<file path="config.mk">
export PLATFORM = sky130hd
export DESIGN_NAME = lfcc_frame_clock
export DESIGN_NICKNAME = d
export VERILOG_FILES = /design/src/lfcc_pkg.sv /design/src/lfcc_sync.sv /design/src/lfcc_axil_slave.sv /design/src/lfcc_frame_clock.sv
export VERILOG_INCLUDE_DIRS = /design/src
export SDC_FILE = /design/constraint.sdc
export NUM_CORES = 1
export LEC_CHECK = 0
export BUFFER_PORTS_ARGS = -buffer_cell sky130_fd_sc_hd__buf_2
export CAP_MARGIN = 40
export CORE_UTILIZATION = 59
export CTS_CLUSTER_DIAMETER = 120
export DETAILED_ROUTE_END_ITERATION = 16
export PLACE_DENSITY_LB_ADDON = 0.12
export SETUP_SLACK_MARGIN = 0.2
export SLEW_MARGIN = 5
export SYNTH_ARGS = -nofsm -noshare
export SYNTH_HDL_FRONTEND = slang
export SYNTH_SLANG_ARGS = --single-unit
export TNS_END_PERCENT = 20
</file>
<file path="constraint.sdc">
create_clock -name mclk -period 5.6 [get_ports mclk]
set_input_delay 0.84 -clock mclk [delete_from_list [all_inputs] [get_ports mclk]]
set_output_delay 0.84 -clock mclk [all_outputs]
set_load 0.005 [all_outputs]
</file>
<file path="src/lfcc_consts.svh">
// Constants for the LCD frame clock and contrast block: offsets, fields,
// reset values and drive times.
// Assumes inclusion by bare name from the package only; the design modules rely on it being compiled first.
`ifndef LFCC_CONSTS_SVH
`define LFCC_CONSTS_SVH

// Bus geometry.
`define LFCC_AW             8
`define LFCC_DW             32
`define LFCC_REG_W          8

// Register byte addresses, one aligned word each.
`define LFCC_OFS_FRAME_RATE 8'h00
`define LFCC_OFS_DRIVE_CON  8'h04
`define LFCC_OFS_PANEL_CTL  8'h08
`define LFCC_OFS_STATUS     8'h0C

// Reset values.
`define LFCC_RST_FRAME_RATE 8'h00
`define LFCC_RST_DRIVE_CON  8'h00
`define LFCC_RST_PANEL_CTL  8'h00

// Writable bits; everything else, reserved bits included, reads as zero.
`define LFCC_MASK_FRAME     8'h77
`define LFCC_MASK_DRIVE     8'hEF
`define LFCC_MASK_PANEL     8'hB1

// Field positions in the frame rate register.
`define LFCC_TAP_HI         6
`define LFCC_TAP_LO         4
`define LFCC_DIV_HI         2
`define LFCC_DIV_LO         0
// Field positions in the drive time and contrast register.
`define LFCC_ONT_HI         7
`define LFCC_ONT_LO         5
`define LFCC_CON_HI         3
`define LFCC_CON_LO         0
// Field positions in the panel control register.
`define LFCC_SRC_BIT        7
`define LFCC_DUTY_HI        5
`define LFCC_DUTY_LO        4
`define LFCC_BLANK_BIT      0

// Prescaler width and tap masks (divide by mask plus one).
`define LFCC_PRE_W          12
`define LFCC_TAP_16         12'h00F
`define LFCC_TAP_64         12'h03F
`define LFCC_TAP_128        12'h07F
`define LFCC_TAP_256        12'h0FF
`define LFCC_TAP_512        12'h1FF
`define LFCC_TAP_1024       12'h3FF
`define LFCC_TAP_2048       12'h7FF
`define LFCC_TAP_4096       12'hFFF

// Frame length in panel clock steps: last step index for K of 8 and 6.
`define LFCC_K8_LAST        3'h7
`define LFCC_K6_LAST        3'h5

// On-time code that always asks for half a panel clock period.
`define LFCC_ONT_HALF       3'h7

// Clock rate and nominal driver on-times in nanoseconds.
`define LFCC_MCLK_MHZ       125
`define LFCC_T_ONT0_NS      250000
`define LFCC_T_ONT1_NS      62500
`define LFCC_T_ONT2_NS      125000
`define LFCC_T_ONT3_NS      375000
`define LFCC_T_ONT4_NS      500000
`define LFCC_T_ONT5_NS      750000
`define LFCC_T_ONT6_NS      1000000
`define LFCC_ONT_CNT_W      17

// AXI responses.
`define LFCC_RESP_OKAY      2'h0
`define LFCC_RESP_SLVERR    2'h2

`endif

</file>
<file path="src/lfcc_pkg.sv">
// Types shared by the LCD frame clock and contrast block.
// Assumes lfcc_consts.svh sits in the include path.
`include "lfcc_consts.svh"

package lfcc_pkg;

	// Duty selection codes.
	typedef enum logic [1:0] {
		LFCC_DUTY_STATIC  = 2'b00,
		LFCC_DUTY_HALF    = 2'b01,
		LFCC_DUTY_THIRD   = 2'b10,
		LFCC_DUTY_QUARTER = 2'b11
	} lfcc_duty_e;

	// One register write as handed from the bus slave to the register file.
	typedef struct packed {
		logic [`LFCC_AW-1:0]    addr;
		logic [`LFCC_REG_W-1:0] data;
		logic                   laneEn;
	} lfcc_wr_s;

	// Panel side outputs that move together.
	typedef struct packed {
		logic       panelClk;
		logic       frameStart;
		logic       driverOn;
		logic       blanked;
		logic [3:0] contrast;
	} lfcc_panel_s;

endpackage : lfcc_pkg

</file>
<file path="src/lfcc_sync.sv">
// Two-stage synchroniser for a level arriving from outside the mclk domain.
// Assumes the input may change at any time; only the second stage is read.
`timescale 1ns/1ps

module lfcc_sync
	import lfcc_pkg::*;
(
	// Clock and reset.
	input  wire logic mclk,
	input  wire logic reset_n,
	// Level in and synchronised level out.
	input  wire logic asyncIn,
	output logic      syncOut
);

	logic stage1_ff; // First stage, read only by the second stage.

	// The first stage may go metastable; the second gives it a cycle to settle.
	always_ff @(posedge mclk or negedge reset_n) begin
		if (!reset_n) begin
			stage1_ff <= 1'b0;
			syncOut   <= 1'b0;
		end else begin
			stage1_ff <= asyncIn;
			syncOut   <= stage1_ff;
		end
	end

endmodule // lfcc_sync

</file>
<file path="src/lfcc_axil_slave.sv">
// AXI4-Lite slave front end: one write and one read at a time.
// Assumes the register file decodes the handed-over write and read address.
`timescale 1ns/1ps

module lfcc_axil_slave
	import lfcc_pkg::*;
(
	// Clock and reset.
	input  wire logic                   mclk,
	input  wire logic                   reset_n,
	// Write address and data channels.
	input  wire logic                   s_axi_awvalid,
	output logic                        s_axi_awready,
	input  wire logic [`LFCC_AW-1:0]    s_axi_awaddr,
	input  wire logic                   s_axi_wvalid,
	output logic                        s_axi_wready,
	input  wire logic [`LFCC_DW-1:0]    s_axi_wdata,
	input  wire logic [3:0]             s_axi_wstrb,
	// Write response channel.
	output logic                        s_axi_bvalid,
	input  wire logic                   s_axi_bready,
	output logic [1:0]                  s_axi_bresp,
	// Read address and data channels.
	input  wire logic                   s_axi_arvalid,
	output logic                        s_axi_arready,
	input  wire logic [`LFCC_AW-1:0]    s_axi_araddr,
	output logic                        s_axi_rvalid,
	input  wire logic                   s_axi_rready,
	output logic [`LFCC_DW-1:0]         s_axi_rdata,
	output logic [1:0]                  s_axi_rresp,
	// Register file side.
	output logic                        wrEn,
	output lfcc_wr_s                    wrCmd,
	input  wire logic                   wrErr,
	output logic [`LFCC_AW-1:0]         rdAddr,
	input  wire logic [`LFCC_REG_W-1:0] rdData,
	input  wire logic                   rdErr
);

	logic                awHeld_ff; // Write address has been taken.
	logic                wHeld_ff;  // Write data has been taken.
	logic [`LFCC_AW-1:0] awAddr_ff; // Held write address.
	logic [`LFCC_DW-1:0] wData_ff;  // Held write data.
	logic                wLane_ff;  // Held strobe of byte lane zero.

	// Handshakes are decoded by name so the processes stay short.
	wire awTake = s_axi_awvalid && s_axi_awready;
	wire wTake  = s_axi_wvalid && s_axi_wready;
	wire arTake = s_axi_arvalid && s_axi_arready;

	// Each half is refused once held, until the response has been taken.
	assign s_axi_awready = !awHeld_ff && !s_axi_bvalid;
	assign s_axi_wready  = !wHeld_ff && !s_axi_bvalid;
	assign s_axi_arready = !s_axi_rvalid;

	// The write fires once both halves are held, in whichever order they came.
	assign wrEn         = awHeld_ff && wHeld_ff;
	assign wrCmd.addr   = awAddr_ff;
	assign wrCmd.data   = wData_ff[`LFCC_REG_W-1:0];
	assign wrCmd.laneEn = wLane_ff;
	assign rdAddr       = s_axi_araddr;

	// Write path: hold both halves, then answer at the same edge that performs the write.
	always_ff @(posedge mclk or negedge reset_n) begin
		if (!reset_n) begin
			awHeld_ff    <= 1'b0;
			wHeld_ff     <= 1'b0;
			awAddr_ff    <= '0;
			wData_ff     <= '0;
			wLane_ff     <= 1'b0;
			s_axi_bvalid <= 1'b0;
			s_axi_bresp  <= `LFCC_RESP_OKAY;
		end else begin
			if (awTake) begin
				awHeld_ff <= 1'b1;
				awAddr_ff <= s_axi_awaddr;
			end
			if (wTake) begin
				wHeld_ff <= 1'b1;
				wData_ff <= s_axi_wdata;
				wLane_ff <= s_axi_wstrb[0];
			end
			if (wrEn) begin
				awHeld_ff    <= 1'b0;
				wHeld_ff     <= 1'b0;
				s_axi_bvalid <= 1'b1;
				s_axi_bresp  <= wrErr ? `LFCC_RESP_SLVERR : `LFCC_RESP_OKAY;
			end else if (s_axi_bready) begin
				s_axi_bvalid <= 1'b0;
			end
		end
	end

	// Read path: data is captured at the address handshake.
	always_ff @(posedge mclk or negedge reset_n) begin
		if (!reset_n) begin
			s_axi_rvalid <= 1'b0;
			s_axi_rdata  <= '0;
			s_axi_rresp  <= `LFCC_RESP_OKAY;
		end else if (arTake) begin
			s_axi_rvalid <= 1'b1;
			s_axi_rdata  <= {{(`LFCC_DW-`LFCC_REG_W){1'b0}}, rdData};
			s_axi_rresp  <= rdErr ? `LFCC_RESP_SLVERR : `LFCC_RESP_OKAY;
		end else if (s_axi_rready) begin
			s_axi_rvalid <= 1'b0;
		end
	end

endmodule // lfcc_axil_slave

</file>
<file path="src/lfcc_frame_clock.sv">
// LCD frame clock, driver on-time and contrast control, top level.
// Assumes mclk at 125 MHz, an AXI4-Lite master, and an asynchronous
// panel oscillator pin that runs slower than half of mclk.
//
// Implementation choices: the register offsets and register access over AXI4-Lite.
`timescale 1ns/1ps

module lfcc_frame_clock
	import lfcc_pkg::*;
#(
	// On-time counts in mclk cycles, long enough to be shortened in simulation.
	parameter int unsigned ONT0_CYC = `LFCC_T_ONT0_NS*`LFCC_MCLK_MHZ/1000,
	parameter int unsigned ONT1_CYC = `LFCC_T_ONT1_NS*`LFCC_MCLK_MHZ/1000,
	parameter int unsigned ONT2_CYC = `LFCC_T_ONT2_NS*`LFCC_MCLK_MHZ/1000,
	parameter int unsigned ONT3_CYC = `LFCC_T_ONT3_NS*`LFCC_MCLK_MHZ/1000,
	parameter int unsigned ONT4_CYC = `LFCC_T_ONT4_NS*`LFCC_MCLK_MHZ/1000,
	parameter int unsigned ONT5_CYC = `LFCC_T_ONT5_NS*`LFCC_MCLK_MHZ/1000,
	parameter int unsigned ONT6_CYC = `LFCC_T_ONT6_NS*`LFCC_MCLK_MHZ/1000
) (
	// Clock and reset.
	input  wire logic                mclk,
	input  wire logic                reset_n,
	// AXI4-Lite write address, data and response.
	input  wire logic                s_axi_awvalid,
	output logic                     s_axi_awready,
	input  wire logic [`LFCC_AW-1:0] s_axi_awaddr,
	input  wire logic                s_axi_wvalid,
	output logic                     s_axi_wready,
	input  wire logic [`LFCC_DW-1:0] s_axi_wdata,
	input  wire logic [3:0]          s_axi_wstrb,
	output logic                     s_axi_bvalid,
	input  wire logic                s_axi_bready,
	output logic [1:0]               s_axi_bresp,
	// AXI4-Lite read address and data.
	input  wire logic                s_axi_arvalid,
	output logic                     s_axi_arready,
	input  wire logic [`LFCC_AW-1:0] s_axi_araddr,
	output logic                     s_axi_rvalid,
	input  wire logic                s_axi_rready,
	output logic [`LFCC_DW-1:0]      s_axi_rdata,
	output logic [1:0]               s_axi_rresp,
	// Asynchronous panel source clock pin.
	input  wire logic                asyncSrcClk,
	// Panel drive outputs toward the analog drivers and regulator.
	output lfcc_panel_s              panel
);

	// Register file state.
	logic [`LFCC_REG_W-1:0] frameRate_ff;   // Frame rate control.
	logic [`LFCC_REG_W-1:0] driveCon_ff;    // Drive time and contrast control.
	logic [`LFCC_REG_W-1:0] panelCtl_ff;    // Source, duty and blanking.
	// Panel timing state.
	logic [`LFCC_PRE_W-1:0] presc_ff;       // Free-running prescaler.
	logic [2:0]             divCnt_ff;      // Divider behind the tap.
	logic [2:0]             stepCnt_ff;     // Panel clock steps in a frame.
	logic [`LFCC_ONT_CNT_W-1:0] elapsed_ff; // mclk cycles since last step.
	logic                   srcPrev_ff;     // Previous synchronised pin level.
	lfcc_panel_s            panel_ff;       // Registered panel outputs.

	// Bus slave hand-over.
	logic                   wrEn;
	lfcc_wr_s               wrCmd;
	logic [`LFCC_AW-1:0]    rdAddr;
	logic                   wrErr;          // Write to an unmapped place.
	logic [`LFCC_REG_W-1:0] rdData;         // Read mux output.
	logic                   rdErr;          // Read of an unmapped place.
	logic                   srcSync;

	// Field views of the registers.
	wire [2:0]  tapSel   = frameRate_ff[`LFCC_TAP_HI:`LFCC_TAP_LO];
	wire [2:0]  divSel   = frameRate_ff[`LFCC_DIV_HI:`LFCC_DIV_LO];
	wire [2:0]  onTime   = driveCon_ff[`LFCC_ONT_HI:`LFCC_ONT_LO];
	wire [3:0]  conLevel = driveCon_ff[`LFCC_CON_HI:`LFCC_CON_LO];
	wire        srcAsync = panelCtl_ff[`LFCC_SRC_BIT];
	wire        blankReq = panelCtl_ff[`LFCC_BLANK_BIT];
	lfcc_duty_e dutySel;
	assign dutySel = lfcc_duty_e'(panelCtl_ff[`LFCC_DUTY_HI:`LFCC_DUTY_LO]);

	// Bus slave; the answer comes one cycle after both halves are held.
	lfcc_axil_slave u_slave (
		.mclk          (mclk),
		.reset_n       (reset_n),
		.s_axi_awvalid (s_axi_awvalid),
		.s_axi_awready (s_axi_awready),
		.s_axi_awaddr  (s_axi_awaddr),
		.s_axi_wvalid  (s_axi_wvalid),
		.s_axi_wready  (s_axi_wready),
		.s_axi_wdata   (s_axi_wdata),
		.s_axi_wstrb   (s_axi_wstrb),
		.s_axi_bvalid  (s_axi_bvalid),
		.s_axi_bready  (s_axi_bready),
		.s_axi_bresp   (s_axi_bresp),
		.s_axi_arvalid (s_axi_arvalid),
		.s_axi_arready (s_axi_arready),
		.s_axi_araddr  (s_axi_araddr),
		.s_axi_rvalid  (s_axi_rvalid),
		.s_axi_rready  (s_axi_rready),
		.s_axi_rdata   (s_axi_rdata),
		.s_axi_rresp   (s_axi_rresp),
		.wrEn          (wrEn),
		.wrCmd         (wrCmd),
		.wrErr         (wrErr),
		.rdAddr        (rdAddr),
		.rdData        (rdData),
		.rdErr         (rdErr)
	);

	// The oscillator pin crosses into mclk before anything looks at it.
	lfcc_sync u_srcSync (
		.mclk    (mclk),
		.reset_n (reset_n),
		.asyncIn (asyncSrcClk),
		.syncOut (srcSync)
	);

	// Address decode, separate for writes and for reads.
	wire wrFrame  = wrEn && wrCmd.laneEn && wrCmd.addr == `LFCC_OFS_FRAME_RATE;
	wire wrDrive  = wrEn && wrCmd.laneEn && wrCmd.addr == `LFCC_OFS_DRIVE_CON;
	wire wrPanel  = wrEn && wrCmd.laneEn && wrCmd.addr == `LFCC_OFS_PANEL_CTL;
	wire wrKnown  = wrCmd.addr == `LFCC_OFS_FRAME_RATE
		|| wrCmd.addr == `LFCC_OFS_DRIVE_CON
		|| wrCmd.addr == `LFCC_OFS_PANEL_CTL
		|| wrCmd.addr == `LFCC_OFS_STATUS;
	assign wrErr  = !wrKnown;
	wire rdFrame  = rdAddr == `LFCC_OFS_FRAME_RATE;
	wire rdDrive  = rdAddr == `LFCC_OFS_DRIVE_CON;
	wire rdPanel  = rdAddr == `LFCC_OFS_PANEL_CTL;
	wire rdStatus = rdAddr == `LFCC_OFS_STATUS;
	assign rdErr  = !(rdFrame || rdDrive || rdPanel || rdStatus);

	// Status shows live timing state: contrast applied, blank, driver on, panel clock.
	wire [`LFCC_REG_W-1:0] statusVal = {panel_ff.contrast, 1'b0,
		panel_ff.blanked, panel_ff.driverOn, panel_ff.panelClk};

	// Read mux; reserved bits are never stored, so they read zero.
	assign rdData =
		rdFrame  ? frameRate_ff :
		rdDrive  ? driveCon_ff  :
		rdPanel  ? panelCtl_ff  :
		rdStatus ? statusVal    : '0;

	// Source clock: every mclk, or each rising edge of the oscillator pin.
	wire srcTick = srcAsync ? (srcSync && !srcPrev_ff) : 1'b1;

	// Tap mask per code; the tap fires when the masked bits are all ones.
	wire [`LFCC_PRE_W-1:0] tapMask =
		tapSel == 3'h0 ? `LFCC_TAP_16   :
		tapSel == 3'h1 ? `LFCC_TAP_64   :
		tapSel == 3'h2 ? `LFCC_TAP_128  :
		tapSel == 3'h3 ? `LFCC_TAP_256  :
		tapSel == 3'h4 ? `LFCC_TAP_512  :
		tapSel == 3'h5 ? `LFCC_TAP_1024 :
		tapSel == 3'h6 ? `LFCC_TAP_2048 : `LFCC_TAP_4096;
	wire tapTick = srcTick && ((presc_ff & tapMask) == tapMask);

	// Divider: one panel step per divide-plus-one taps.
	wire divWrap = divCnt_ff >= divSel;
	wire psTick  = tapTick && divWrap;

	// K of 6 for third duty, 8 otherwise; one frame is K panel steps.
	wire [2:0] stepLast = dutySel == LFCC_DUTY_THIRD
		? `LFCC_K6_LAST : `LFCC_K8_LAST;
	wire frameTick = psTick && stepCnt_ff >= stepLast;

	// Blanking at a frame start takes effect with that strobe.
	wire nxt_blanked = frameTick ? blankReq : panel_ff.blanked;

	// Nominal on-time in cycles from the live code.
	wire [`LFCC_ONT_CNT_W-1:0] onLimit =
		onTime == 3'h0 ? `LFCC_ONT_CNT_W'(ONT0_CYC) :
		onTime == 3'h1 ? `LFCC_ONT_CNT_W'(ONT1_CYC) :
		onTime == 3'h2 ? `LFCC_ONT_CNT_W'(ONT2_CYC) :
		onTime == 3'h3 ? `LFCC_ONT_CNT_W'(ONT3_CYC) :
		onTime == 3'h4 ? `LFCC_ONT_CNT_W'(ONT4_CYC) :
		onTime == 3'h5 ? `LFCC_ONT_CNT_W'(ONT5_CYC) :
		`LFCC_ONT_CNT_W'(ONT6_CYC);

	// Whole half period when asked by code, static duty or blanking.
	wire fullHalf = onTime == `LFCC_ONT_HALF
		|| dutySel == LFCC_DUTY_STATIC || nxt_blanked;

	// The elapsed count restarts each step, which caps on-time at one step.
	wire [`LFCC_ONT_CNT_W-1:0] nxt_elapsed = psTick ? '0 :
		(&elapsed_ff ? elapsed_ff : elapsed_ff + 1'b1);
	wire nxt_driverOn = fullHalf || nxt_elapsed < onLimit;

	// Register file writes; only byte lane zero carries data.
	always_ff @(posedge mclk or negedge reset_n) begin
		if (!reset_n) begin
			frameRate_ff <= `LFCC_RST_FRAME_RATE;
			driveCon_ff  <= `LFCC_RST_DRIVE_CON;
			panelCtl_ff  <= `LFCC_RST_PANEL_CTL;
		end else begin
			if (wrFrame) begin
				frameRate_ff <= wrCmd.data & `LFCC_MASK_FRAME;
			end
			if (wrDrive) begin
				driveCon_ff <= wrCmd.data & `LFCC_MASK_DRIVE;
			end
			if (wrPanel) begin
				panelCtl_ff <= wrCmd.data & `LFCC_MASK_PANEL;
			end
		end
	end

	// Prescaler and divider advance on source ticks only.
	always_ff @(posedge mclk or negedge reset_n) begin
		if (!reset_n) begin
			presc_ff   <= '0;
			divCnt_ff  <= '0;
			srcPrev_ff <= 1'b0;
		end else begin
			srcPrev_ff <= srcSync;
			if (srcTick) begin
				presc_ff <= presc_ff + 1'b1;
			end
			if (tapTick) begin
				divCnt_ff <= divWrap ? 3'h0 : divCnt_ff + 3'h1;
			end
		end
	end

	// Frame step counter and the driver on-time timer.
	always_ff @(posedge mclk or negedge reset_n) begin
		if (!reset_n) begin
			stepCnt_ff <= '0;
			elapsed_ff <= '0;
		end else begin
			elapsed_ff <= nxt_elapsed;
			if (psTick) begin
				stepCnt_ff <= frameTick ? 3'h0 : stepCnt_ff + 3'h1;
			end
		end
	end

	// Panel outputs: a frame strobe loads contrast and blanking together.
	always_ff @(posedge mclk or negedge reset_n) begin
		if (!reset_n) begin
			panel_ff <= '0;
		end else begin
			panel_ff.frameStart <= frameTick;
			panel_ff.blanked    <= nxt_blanked;
			panel_ff.driverOn   <= nxt_driverOn;
			if (psTick) begin
				panel_ff.panelClk <= !panel_ff.panelClk;
			end
			if (frameTick) begin
				panel_ff.contrast <= conLevel;
			end
		end
	end

	// The regulator maps contrast code c to 2.60 V plus c times 0.05 V.
	assign panel = panel_ff;

endmodule // lfcc_frame_clock

</file>
Word level (Yosys, flattened, before mapping). Cells that the tools add are included.

Input port bits: 60. Register bits: 96. Word-level logic and storage cells: 126. Output and inout port bits: 49.

Muxes and demuxes: 34. Reductions and logical operators: 39. Magnitude comparators: 3. Eq/ne operators: 20. Add/sub/neg operators: 4. Bitwise logic cells: 1.

Operators by type and width (number): two-way mux 17 bit (7); two-way mux 12 bit (7); equality test 8 x 4 -> 1 bit (second input constant) (4); two-way mux 8 bit (4); equality test 3 bit (second input constant) (6); adder 17 x 1 -> 17 bit (second input constant) (1); < comparator 17 bit (1); AND reduction 17 bit (1); equality test 8 x 3 -> 1 bit (second input constant) (2); logical NOT 8 bit (2); two-way mux 16 bit (1); logical AND 1 bit (14); adder 12 x 1 -> 12 bit (second input constant) (1); AND 12 bit (1); equality test 12 bit (1); equality test 3 x 2 -> 1 bit (second input constant) (4); two-way mux 1 bit (10); logical OR 1 bit (9); nonzero test 2 bit (4); adder 3 x 1 -> 3 bit (second input constant) (2); equality test 3 x 1 -> 1 bit (second input constant) (2); >= comparator 3 bit (2); logical NOT 1 bit (6); logical NOT 3 bit (2); 4 further kinds (7).

Longest topological paths before layout. Gate-level depths: netlist of the first run.

Depth in word-level cells: 16. Depth in mapped cells: 14. Gate-level depth less buffers: 13.

Modules after synthesis. From an unflattened synthesis of the first run, not the netlist that was laid out.

Cell total of the unflattened synthesis: 448. Area, all modules: 4943.5 um^2.

By module, submodules not included: lfcc_frame_clock (seq. area each 1526.5 um^2, area each 3449.6 um^2, instances 1, cells an instance 336); lfcc_axil_slave (seq. area each 775.7 um^2, area each 1443.9 um^2, instances 1, cells an instance 110); lfcc_sync (seq. area each 50.0 um^2, area each 50.0 um^2, instances 1, cells an instance 2).

Least setup slack after synthesis of the first run. Ideal clock, no wire load.

Path type: flip-flop to flip-flop. Start point: reg divCnt_ff[0]. End point: reg panel_ff, in the netlist panel[5]. Data required time: 5.499 ns. Clock period less this slack: 3.170 ns. Library setup time: 0.101 ns. Stages on the path, launching flop included: 15. Data arrival time: 3.069 ns. Buffers on the path: 1. Slack: 2.430 ns. Cells stage by stage: dfrtp_1 > inv_1 > ha_1 > nand2b_1 > a21o_1 > a21oi_1 > nor3_2 > buf_2 > nor3_1 > ha_1 > nand3_1 > nor3_1 > a2111oi_0 > a32oi_1 > o32ai_1.

Elaborated cells between the ends (all ways): 8. Classes of those cells: order compare: 2; mux: 2; reduce/logical: 4.

RTL lines: start: declaration (RTL line lfcc_frame_clock.sv:54) `logic [2:0] divCnt_ff;`; start signal: assignment (RTL line lfcc_frame_clock.sv:218) `divCnt_ff <= divWrap ? 3'h0 : divCnt_ff + 3'h1;`; >= comparator 3 bit (RTL line lfcc_frame_clock.sv:157) `wire divWrap = divCnt_ff >= divSel;`; logical AND 1 bit (RTL line lfcc_frame_clock.sv:158) `wire psTick = tapTick && divWrap;`; two-way mux 17 bit (RTL line lfcc_frame_clock.sv:183) `` wire [`LFCC_ONT_CNT_W-1:0] nxt_elapsed = psTick ? '0 : ``; net nxt_elapsed[12] (RTL line lfcc_frame_clock.sv:183); < comparator 17 bit (RTL line lfcc_frame_clock.sv:185) `wire nxt_driverOn = fullHalf || nxt_elapsed < onLimit;`; logical OR 1 bit (RTL line lfcc_frame_clock.sv:185); net nxt_driverOn (RTL line lfcc_frame_clock.sv:185); end: declaration (RTL line lfcc_frame_clock.sv:58) `lfcc_panel_s panel_ff;`.

The timed path passes the listed nets, and every way through them passes these cells. A chain may end at the register's enable or synchronous reset.

Final worst setup path of the first run.
Start point: reg frameRate_ff[0]. End point: reg panel_ff, in the netlist panel[5].

Elaborated cells between the ends (all ways): 8. Classes of those cells: order compare: 2; mux: 2; reduce/logical: 4.

RTL lines: start: declaration (RTL line lfcc_frame_clock.sv:49) `` logic [`LFCC_REG_W-1:0] frameRate_ff; ``; start signal: assignment (RTL line lfcc_frame_clock.sv:190) `` frameRate_ff <= `LFCC_RST_FRAME_RATE; ``; start signal: assignment (RTL line lfcc_frame_clock.sv:195) `` frameRate_ff <= wrCmd.data & `LFCC_MASK_FRAME; ``; >= comparator 3 bit (RTL line lfcc_frame_clock.sv:157); logical AND 1 bit (RTL line lfcc_frame_clock.sv:158); two-way mux 17 bit (RTL line lfcc_frame_clock.sv:183); net nxt_elapsed[12] (RTL line lfcc_frame_clock.sv:183); < comparator 17 bit (RTL line lfcc_frame_clock.sv:185); logical OR 1 bit (RTL line lfcc_frame_clock.sv:185); net nxt_driverOn (RTL line lfcc_frame_clock.sv:185).

The timed path passes the listed nets, and every way through them passes these cells.

==> results of run 1 <==
## placed cells by master (no fill, tap or decap), types with 2 or more instances in the layout
cell type  netlist  layout
o21a_1           2       2
nand4_1          6       6
and4_1           6       6
nor3b_1          2       2
and3_1           8       8
clkinv_4         0       2
mux2i_1          3       3
nor3_2           3       3
and2_1           5       5
mux4_2           2       2
buf_2            1      54
a21o_1           5       5
mux2_4           4       4
inv_6            0       2
nand3_1         21      21
xnor2_1         10      10
buf_4           26       3
nor2b_1          7       7
dfrtp_1         94      94
inv_1           18      18
nor3_1           4       4
a21boi_0         2       2
a22oi_1          4       4
a22o_1           2       2
xor2_1          15      15
a21oi_1          9       9
a31oi_1          3       3
clkbuf_8         0       9
mux2_2          36      36
conb_1           1      26
nand2b_1         4       4
nor2_1          35      35
o21ai_0         25      25
ha_1            24      24
nand2_1         36      36
## cell families after synthesis
| logic type | after synthesis |
|---|---|
| xor+xnor | 25 |
| buf+inv | 53 |
| flops | 94 |
| fa+ha+maj | 24 |
| simple gates | 144 |
| compound gates | 62 |
| mux | 45 |
| other cells | 1 |
## flip-flops by register name, summed over array words and instances (netlist names), 4 cells and up
| name | count |
|---|---|
| u_slave.s_axi_rdata | 8 |
| driveCon_ff | 7 |
| u_slave.awAddr_ff | 8 |
| panelCtl_ff | 4 |
| elapsed_ff | 17 |
| presc_ff | 12 |
| frameRate_ff | 6 |
| u_slave.wData_ff | 8 |
| panel | 8 |
## worst max-delay path by stage
stage / startpoint / endpoint / slack (ns) / cells past startpoint
after floorplan: divCnt_ff[0] / panel[5] / 2.43 / 14
after global placement: frameRate_ff[0] / panel[5] / 2.10 / 13
after detailed placement: frameRate_ff[0] / panel[5] / 2.03 / 13
after CTS: frameRate_ff[0] / panel[5] / 2.01 / 13
after global routing: divCnt_ff[0] / panel[5] / 1.69 / 14
final: frameRate_ff[0] / panel[5] / 2.01 / 13
## layer usage
layer	share of wire, %	wire length (um)	global-route usage [%]	vias to the layer above
met3	3.8	357	3.53	13
met2	48	4470	39.8	96
met4	2.1	192	9.74	0
met5	0	0	0	-
li1	-	-	-	1640
met1	46	4340	31.8	1634
## power by group
part           total, mW  internal, mW  leakage (nW)  switching, mW
clock network      0.481         0.218         0.109          0.263
logic              0.564         0.276          1.31          0.288
registers          0.991         0.835          1.21          0.156
total               2.04          1.33          2.63          0.707
## critical path, delay by kind of cell (launching register included)
family,cells,cell delay (ns)
adders and majority gates,2,0.59
AOI/OAI and AO/OA,5,1.52
DFF,1,0.44
and+or+nand+nor,5,0.70
buffers and inverters,1,0.24
## area by class of cell
class	instances	share of cell area [%]
Antenna cell	1	0.0467
Clock buffer	9	2.31
Clock inverter	7	1.73
Inverter	18	1.26
Multi-Input combinational cell	326	42.9
Sequential cell	94	43.9
Tap cell	102	2.38
Timing Repair Buffer	57	5.47
==> out/results.ini, run 1 <==
[sta]
fin_crit_ns = 3.59
tns_ns = 0
worst_pin_slew_ns = 0.642
setup_viol = 0
fmax_ghz = 0.278
drv_slew = 0
fin_ws_ns = 2.01
whs_ns = 0.367
fin_crit_sh_pct = 64.2
slew-limit-headroom_pct = 56.7
hold_viol_final = 0
rsz0062_at_grt = no
skew_ns = 0.0111

[clock_tree]
cts_setup_buffers = 0
clock_latency_ns = 0.37
h-tree-depth = 3
root_buffer = clkbuf_8
clk_pin_slew_worst_paths_ns = 0.10
cts_buffer_depth = 2
postCtsHoldBufs = 0
cts_resized = 0
cts_tree = yes
cts.sinks = 94
cts_buffers = 9

[die]
placementRows = 32
start_util_pct = 61.8
core-area_mm2 = 0.00785
dieWidth_um = 92.7
die_area_mm2 = 0.00859
die_h_um = 92.7
io-pin-count = 109

[power_and_ir_drop]
power.leakage_nw = 2.63
ir_worst_vdd_uv = 246
p_per_area_mw_per_mm2 = 380
power_mw = 2.04

[global_route]
antenna_found_initial = 1
grt_max_degree = 50
grt_pass1_vias = 3388
grt_overflow = 0
grt_use_total_pct = 24.0
grt_pass1_wl_um = 16000

[route]
firstDrtPassIters = 4
ant_nets = 0
drt_iter0_markers = 218
drc_errors = 0
avgViaCountPerCell = 5.51
finalWirelength_um = 9350
wire_per_inst_um = 15.2
num_vias = 3383

[layout]
fin_util_pct = 68.2
drive_gt1_share_pct = 24.1
stdcell_count = 614
final_area_mm2 = 0.00535
fill_cells = 584
area.growth.synth_to_final_pct = 10.4
regArea_mm2 = 0.00235
nNetsFinal = 590
multiInputGateArea_mm2 = 0.00229

[worst_setup_path]
r2r-end = panel[5]
worst-r2r-cell-count = 13
rrSetupSlack_ns = 2.01
crit_required_ns = 5.87
slowest_delay_ns = 0.49
crit_type = flip-flop to flip-flop
path_cells = ha_1, nand2b_1, a21o_1, a21oi_1, nor3_2, buf_4, nor3_1, ha_1, nand3_1, nor3_1, a2111oi_0, a32oi_1, o32ai_1
startpoint_type = flip-flop
crit_arrival_ns = 3.86
cp_slowest_cell = a21oi_1
crit_fanout = 25
r2r-start = frameRate_ff[0]
worst_setup_path_end_kind = flip-flop

[yosys]
ys_warn_count = 0
synth-edff-count = 0
ys.flop_type = dfrtp_1
synth.distinct_cells = 51
netlist.area_leader.share_pct = 48.5
ys_top_cells_by_count = 94 x dfrtp_1, 36 x mux2_2, 36 x nand2_1
synth_area_leaders = dfrtp_1 48%, mux2_2 8.4%, ha_1 6.2%
yosys.area_share.simple_pct = 15.5
synth.most_common_cell = dfrtp_1
ys_seq_area_share_pct = 48.5
synth_top_cell_by_area = dfrtp_1
ys_seq_elements = 94
synthMuxAreaShare_pct = 11.1
syn_avg_cell_area_um2 = 10.8
yosys.area_share.adder_pct = 6.19
synthCells = 448
ys_async_sr_fraction_pct = 100
synth_top_family_by_area = simple AND/OR/NAND/NOR gates
synth_area_mm2 = 0.00485
synth_compound_area_share_pct = 7.94
synthXorXnorAreaFrac_pct = 4.51

[flow_run]
max_cap_violations = 0

[min_path]
hold_start = u_srcSync.stage1_ff
hold_path_class = flip-flop to flip-flop
whs_path_depth = 0
min_to = u_srcSync.syncOut

[placed_design]
dp_cells = 597
post-place-ws_ns = 2.03
placed_cell_area_mm2 = 0.00513
gp_congestion = 0.771
hpwl_um = 6960
port_buffers = 55

[run_status]
outcome = finished clean

No activity file was read; power rests on OpenSTA's default activity.
==> run 2: changes to the inputs <==
CORE_UTILIZATION = 49   (was 59)
clock period = 2.9 ns   (was 5.6 ns; I/O delays follow)
==> out/results.ini, run 2 (synthesis gave the netlist of run 1 again) <==
[worst_setup_path]
slowest_delay_ns = 0.41  ; -0.08 ns
crit_type = flip-flop to flip-flop
worst-r2r-cell-count = 13  ; unchanged
crit_arrival_ns = 3.16  ; -0.70 ns
cp_slowest_cell = dfrtp_1
r2r-end = panel[5]
worst_setup_path_end_kind = flip-flop
path_cells = ha_1, nand2b_4, a21o_1, a21oi_4, nor3_4, buf_12, a211oi_4, ha_4, a21oi_2, nand3_1, a22oi_1, a32oi_1, o32ai_1
r2r-start = frameRate_ff[0]
crit_required_ns = 3.17  ; -2.70 ns
rrSetupSlack_ns = 0.006  ; -2.00 ns
crit_fanout = 16  ; -36%
startpoint_type = flip-flop

[clock_tree]
cts_buffer_depth = 2  ; unchanged
clock_latency_ns = 0.36  ; about the same
cts.sinks = 94  ; unchanged
root_buffer = clkbuf_8
postCtsHoldBufs = 0  ; unchanged
clk_pin_slew_worst_paths_ns = 0.09  ; about the same
cts_buffers = 9  ; unchanged
cts_tree = yes
h-tree-depth = 3  ; unchanged

[min_path]
hold_path_class = input pin to asynchronous set/reset pin

[placed_design]
hpwl_um = 7380  ; +6.1%
port_buffers = 55  ; unchanged
placed_cell_area_mm2 = 0.00544  ; +5.9%
gp_congestion = 0.793  ; +2.9%

[layout]
final_common_cell = dfrtp_1
fill_cells = 820  ; +40%
top_regs = elapsed_ff: 17 flops, presc_ff: 12 flops
top_register = elapsed_ff
largest_reg_flops = 17  ; unchanged
final_cell_mix = 94 x dfrtp_1, 54 x buf_2, 36 x nand2_1, 36 x mux2_2, 29 x nor2_1
final_area_mm2 = 0.00574  ; +7.2%
antennaDiodeCount = 0  ; -1
drive_gt1_share_pct = 31.3  ; +7.3 points
area.growth.synth_to_final_pct = 18.3
nNetsFinal = 609  ; +3.2%

[die]
core-area_mm2 = 0.00942  ; +20%
start_util_pct = 51.5  ; -10 points
die_h_um = 101  ; +9.5%
dieWidth_um = 101  ; +9.5%
placementRows = 35  ; +9.4%
die_area_mm2 = 0.0103  ; +20%
io-pin-count = 109  ; unchanged

[run_status]
outcome = finished clean

[route]
drc_errors = 0  ; unchanged
firstDrtPassIters = 4  ; unchanged
wire_per_inst_um = 14.6  ; -4.1%
num_vias = 3429  ; +1.4%
drt_iter0_markers = 109  ; -50%
finalWirelength_um = 9630  ; +3.0%
ant_nets = 0  ; unchanged
avgViaCountPerCell = 5.20  ; -5.6%

[power_and_ir_drop]
clkPwrFrac_pct = 21.5  ; -2.1 points
p_comb_share_pct = 32.7  ; +5.0 points
switchingPower_mw = 1.38  ; +95%
p_per_area_mw_per_mm2 = 711  ; +87%
p_sw_share_pct = 33.8  ; -0.89 points
power.leakage_nw = 2.73  ; +3.9%
ir_worst_vdd_uv = 403  ; +64%
seqPwrFrac_pct = 45.9  ; -2.8 points
p_int_mw = 2.70  ; +100%

[sta]
drv_slew = 0  ; unchanged
tns_ns = 0  ; unchanged
hold_viol_final = 0  ; unchanged
fin_crit_ns = 2.89  ; -0.699 ns
setup_viol = 0  ; unchanged
fmax_ghz = 0.345  ; +24%
slew-limit-headroom_pct = 58.1  ; +1.4 points
worst_pin_slew_ns = 0.624  ; -0.0179 ns
fin_crit_sh_pct = 99.8  ; +36 points
rsz0062_at_grt = yes
skew_ns = 0.0103  ; -0.000813 ns

[global_route]
grt_pass1_wl_um = 16200  ; +1.4%
grt_overflow = 0  ; unchanged
grt_max_degree = 55  ; +10%
grt_use_total_pct = 20.7  ; -3.2 points
antenna_found_initial = 0  ; -1
grt_pass1_vias = 3405  ; +0.50%

[flow_run]
max_cap_violations = 0  ; unchanged

==> run 2: how the worst max path moves through the flow <==
| stage | start | endpoint | slack [ns] | cells past startpoint |
|---|---|---|---|---|
| final | frameRate_ff[0] | panel[5] | 0.006 | 13 |
| after detailed placement | frameRate_ff[0] | panel[5] | -0.08 | 13 |
| after floorplan | divCnt_ff[0] | panel[5] | 0.17 | 14 |
| after CTS | frameRate_ff[0] | panel[5] | -0.006 | 13 |
| after global placement | frameRate_ff[0] | panel[5] | -0.003 | 13 |
| after global routing | frameRate_ff[0] | panel[5] | -0.14 | 13 |
==> run 2: final cells by class <==
cell class                 count  area (um^2)  share of cell area [%]
clock buffer                  10          128                    2.22
clock inverter                 6         70.1                    1.22
inverter                      18         67.6                    1.18
multi-input combinational    326         2500                    43.5
sequential                    94         2350                    41.0
tap                          129          161                    2.81
timing repair buffer          76          460                    8.03
==> run 2: per-layer routing <==
metal | vias up | wire [um] | GRT usage, %
met1 | 1644 | 4420 | 27.6
met3 | 16 | 398 | 3.93
met2 | 89 | 4620 | 34.1
met5 | - | 0 | 0
met4 | 0 | 191 | 7.47
li1 | 1680 | - | -
==> run 2: stage by stage <==
step | std cells | power, mW | hold WS (ns) | setup slack [ns] | util, %
finish | 659 | 4.08 | 0.0535 | 0.00560 | 60.9
global route | 659 | 4.38 | 0.0808 | -0.137 | 60.9
CTS | 659 | 4.12 | 0.0606 | -0.00624 | 60.6
detailed placement | 643 | 3.17 | 0.346 | -0.0801 | 57.8
global placement | 643 | 3.11 | 0.335 | -0.00320 | 57.8
floorplan | 473 | 2.77 | 0.139 | 0.173 | -
==> run 2: critical path: cells and delay by family (launching register included) <==
kind | cells | cell delay [ns]
AND/OR/NAND/NOR | 3 | 0.30
flip-flops | 1 | 0.41
AO/OA/AOI/OAI | 7 | 1.35
adder cells (fa/ha/maj) | 2 | 0.56
buffers and inverters | 1 | 0.17
==> run 2: power by group through the flow <==
stage          combinational, mW  sequential [mW]  clock (mW)
2_1_floorplan              0.928             1.84           0
3_3_place_gp                1.22             1.89           0
3_5_place_dp                1.27             1.90           0
4_1_cts                     1.34             1.88       0.909
5_1_grt                     1.50             1.92       0.958
6_report                    1.33             1.87       0.876
==> run 2: repair_timing <==
item | 4_1_cts | 5_1_grt
gates resized for setup | 10 | 5
pin swaps | 0 | 3
buffers inserted | 0 | 0
setup endpoints to repair | 1 | 1
==> run 3: changes to the inputs <==
SYNTH_HIERARCHICAL = 1   (was not set)
==> out/results.ini, run 3 <==
[global_route]
grt_pass1_wl_um = 16800  ; +3.6%
grt_pass1_vias = 3534  ; +3.8%
grt_overflow = 0  ; unchanged
grt_use_total_pct = 21.4  ; +0.63 points
grt_max_degree = 49  ; -11%
antenna_found_initial = 0  ; unchanged

[sta]
worst_pin_slew_ns = 0.789  ; +0.165 ns
fin_ws_ns = -0.196  ; -0.201 ns
hold_viol_final = 0  ; unchanged
tns_ns = -0.196  ; -0.196 ns
fin_crit_ns = 3.10  ; +0.201 ns
fin_crit_sh_pct = 107  ; +6.9 points
skew_ns = 0.0120  ; +0.00165 ns
fmax_ghz = 0.323  ; -6.5%
slew-limit-headroom_pct = 47.3  ; -11 points
whs_ns = 0.0968  ; +0.0434 ns
rsz0062_at_grt = yes
setup_viol = 1  ; +1
drv_slew = 0  ; unchanged

[power_and_ir_drop]
p_int_mw = 2.84  ; +5.2%
p_comb_share_pct = 34.6  ; +1.9 points
seqPwrFrac_pct = 44.2  ; -1.7 points
p_per_area_mw_per_mm2 = 696  ; -2.1%
clkPwrFrac_pct = 21.2  ; -0.3 points
power_mw = 4.21  ; +3.2%
p_sw_share_pct = 32.5  ; -1.3 points
switchingPower_mw = 1.37  ; -0.76%
ir_worst_vdd_uv = 517  ; +28%
power.leakage_nw = 3.01  ; +10%

[route]
finalWirelength_um = 10100  ; +5.3%
wire_per_inst_um = 14.4  ; -1.3%
firstDrtPassIters = 4  ; unchanged
drc_errors = 0  ; unchanged
drt_iter0_markers = 106  ; -2.8%
num_vias = 3510  ; +2.4%
avgViaCountPerCell = 4.99  ; -4.0%
ant_nets = 0  ; unchanged

[yosys]
ys_async_sr_fraction_pct = 100  ; unchanged
ys_seq_elements = 94  ; unchanged
netlist.area_leader.share_pct = 47.6  ; -0.91 points
synth_area_mm2 = 0.00494  ; +1.9%
ys.flop_type = dfrtp_1
synth-edff-count = 0  ; unchanged
synthCells = 448  ; unchanged
synth.distinct_cells = 52  ; +2.0%
ys_top_cells_by_count = 94 x dfrtp_1, 49 x mux2_2, 38 x nor2_1
syn_avg_cell_area_um2 = 11.0  ; +1.9%
ys_seq_area_share_pct = 47.6  ; -0.91 points
ys_warn_count = 6  ; +6
synth.most_common_cell = dfrtp_1
synth_area_leaders = dfrtp_1 48%, mux2_2 11%, ha_1 6.1%
synth_top_cell_by_area = dfrtp_1

[die]
dieWidth_um = 102  ; +0.93%
die_h_um = 102  ; +0.93%
placementRows = 36  ; +2.9%
core-area_mm2 = 0.00977  ; +3.8%
start_util_pct = 50.6  ; -0.95 points
io-pin-count = 109  ; unchanged
die_area_mm2 = 0.0105  ; +1.9%

[run_status]
outcome = finished, violations left
violations = setup timing

[worst_setup_path]
cp-endpoint = panel[5]
startpoint_type = flip-flop
slowest_delay_ns = 0.47  ; +0.06 ns
cp_slowest_cell = or4b_1
crit_type = flip-flop to flip-flop
crit_arrival_ns = 3.34  ; +0.18 ns
r2r-end = panel[5]
crit_fanout = 5  ; -11
r2r-start = elapsed_ff[5]
worst_setup_path_end_kind = flip-flop
setup.worst_path.start = elapsed_ff[5]
rrSetupSlack_ns = -0.20  ; -0.20 ns
crit_required_ns = 3.15  ; -0.02 ns
path_cells = and3_4, and4_4, a311oi_2, buf_4, nand3_1, xor2_1, nor2_1, ha_1, nand4_1, nor4_2, or4b_1, a211o_1
worst-r2r-cell-count = 12  ; -1

[clock_tree]
cts_buffers = 9  ; unchanged
cts.sinks = 94  ; unchanged
h-tree-depth = 3  ; unchanged
cts_buffer_depth = 2  ; unchanged
cts_tree = yes
clk_pin_slew_worst_paths_ns = 0.09  ; about the same
clock_latency_ns = 0.36  ; about the same
root_buffer = clkbuf_8

[min_path]
hold_path_class = input pin to asynchronous set/reset pin

[layout]
antennaDiodeCount = 0  ; unchanged
drive_gt1_share_pct = 38.2  ; +6.9 points
final_cell_mix = 94 x dfrtp_1, 69 x buf_4, 54 x buf_2
top_register = elapsed_ff
area.growth.synth_to_final_pct = 22.3
final_common_cell = dfrtp_1
final_area_mm2 = 0.00604  ; +5.4%
fin_util_pct = 61.8  ; +0.91 points
stdcell_count = 703  ; +6.7%
top_regs = elapsed_ff: 17 flops, presc_ff: 12 flops
nNetsFinal = 649  ; +6.6%
largest_reg_flops = 17  ; unchanged

[placed_design]
port_buffers = 55  ; unchanged
post-place-ws_ns = -0.307  ; -0.227 ns
dp_cells = 687  ; +6.8%
hpwl_um = 7830  ; +6.1%
gp_congestion = 0.807  ; +1.8%
placed_cell_area_mm2 = 0.00580  ; +6.6%

[flow_run]
max_cap_violations = 0  ; unchanged

run 3: cell type report:
class	count	area (um^2)
clock buffer	13	159
clock inverter	3	42.5
tap	133	166
sequential	94	2350
inverter	15	56.3
timing repair buffer	125	828
multi-input combinational	320	2440
fill	841	3730
run 3: kinds of logic after synthesis:
kind of cell / count (synthesis) / synth area share (%)
DFF: 94 / 47.6
AOI/OAI and AO/OA: 57 / 7.72
buffers and inverters: 59 / 7.24
and+or+nand+nor: 133 / 14.0
adders and majority gates: 24 / 6.07
xor gates and xnor gates: 26 / 4.61
muxes: 54 / 12.7
other: 1 / 0.0759
run 3: timing repair:
item	in CTS	in global routing
setup endpoints to repair	1	1
pin swaps	2	2
hold buffers	0	0
resized for setup	10	2
setup buffers	0	0
run 3: power groups by stage:
stage               registers, mW  clock network, mW  logic, mW
floorplan                    1.84                  0      0.945
global placement             1.87                  0       1.39
detailed placement           1.88                  0       1.46
CTS                          1.86              0.922       1.47
global route                 1.90              0.983       1.63
finish                       1.86              0.890       1.46
run 3: worst min path at each step:
stage                   endpoint  cells after the start
3_5_place_dp   u_srcSync/syncOut                      0
2_1_floorplan       divCnt_ff[0]                      0
5_1_grt           elapsed_ff[16]                      1
4_1_cts           elapsed_ff[15]                      1
3_3_place_gp   u_srcSync/syncOut                      0
6_report          elapsed_ff[15]                      1
run 3: routing by layer:
| metal | up-vias | routed length, um | global-route usage [%] |
|---|---|---|---|
| met1 | 1681 | 4500 | 26.9 |
| met4 | 0 | 153 | 8.46 |
| li1 | 1746 | - | - |
| met5 | - | 0 | 0 |
| met2 | 69 | 5180 | 37.0 |
| met3 | 14 | 301 | 3.21 |
run 3: critical path: cells and delay by family (launching register included):
kind            cells  cell delay (ns)
compound gates      2             0.54
buf+inv             1             0.18
simple gates        7             1.39
xor+xnor            1             0.19
flops               1             0.39
fa+ha+maj           1             0.29
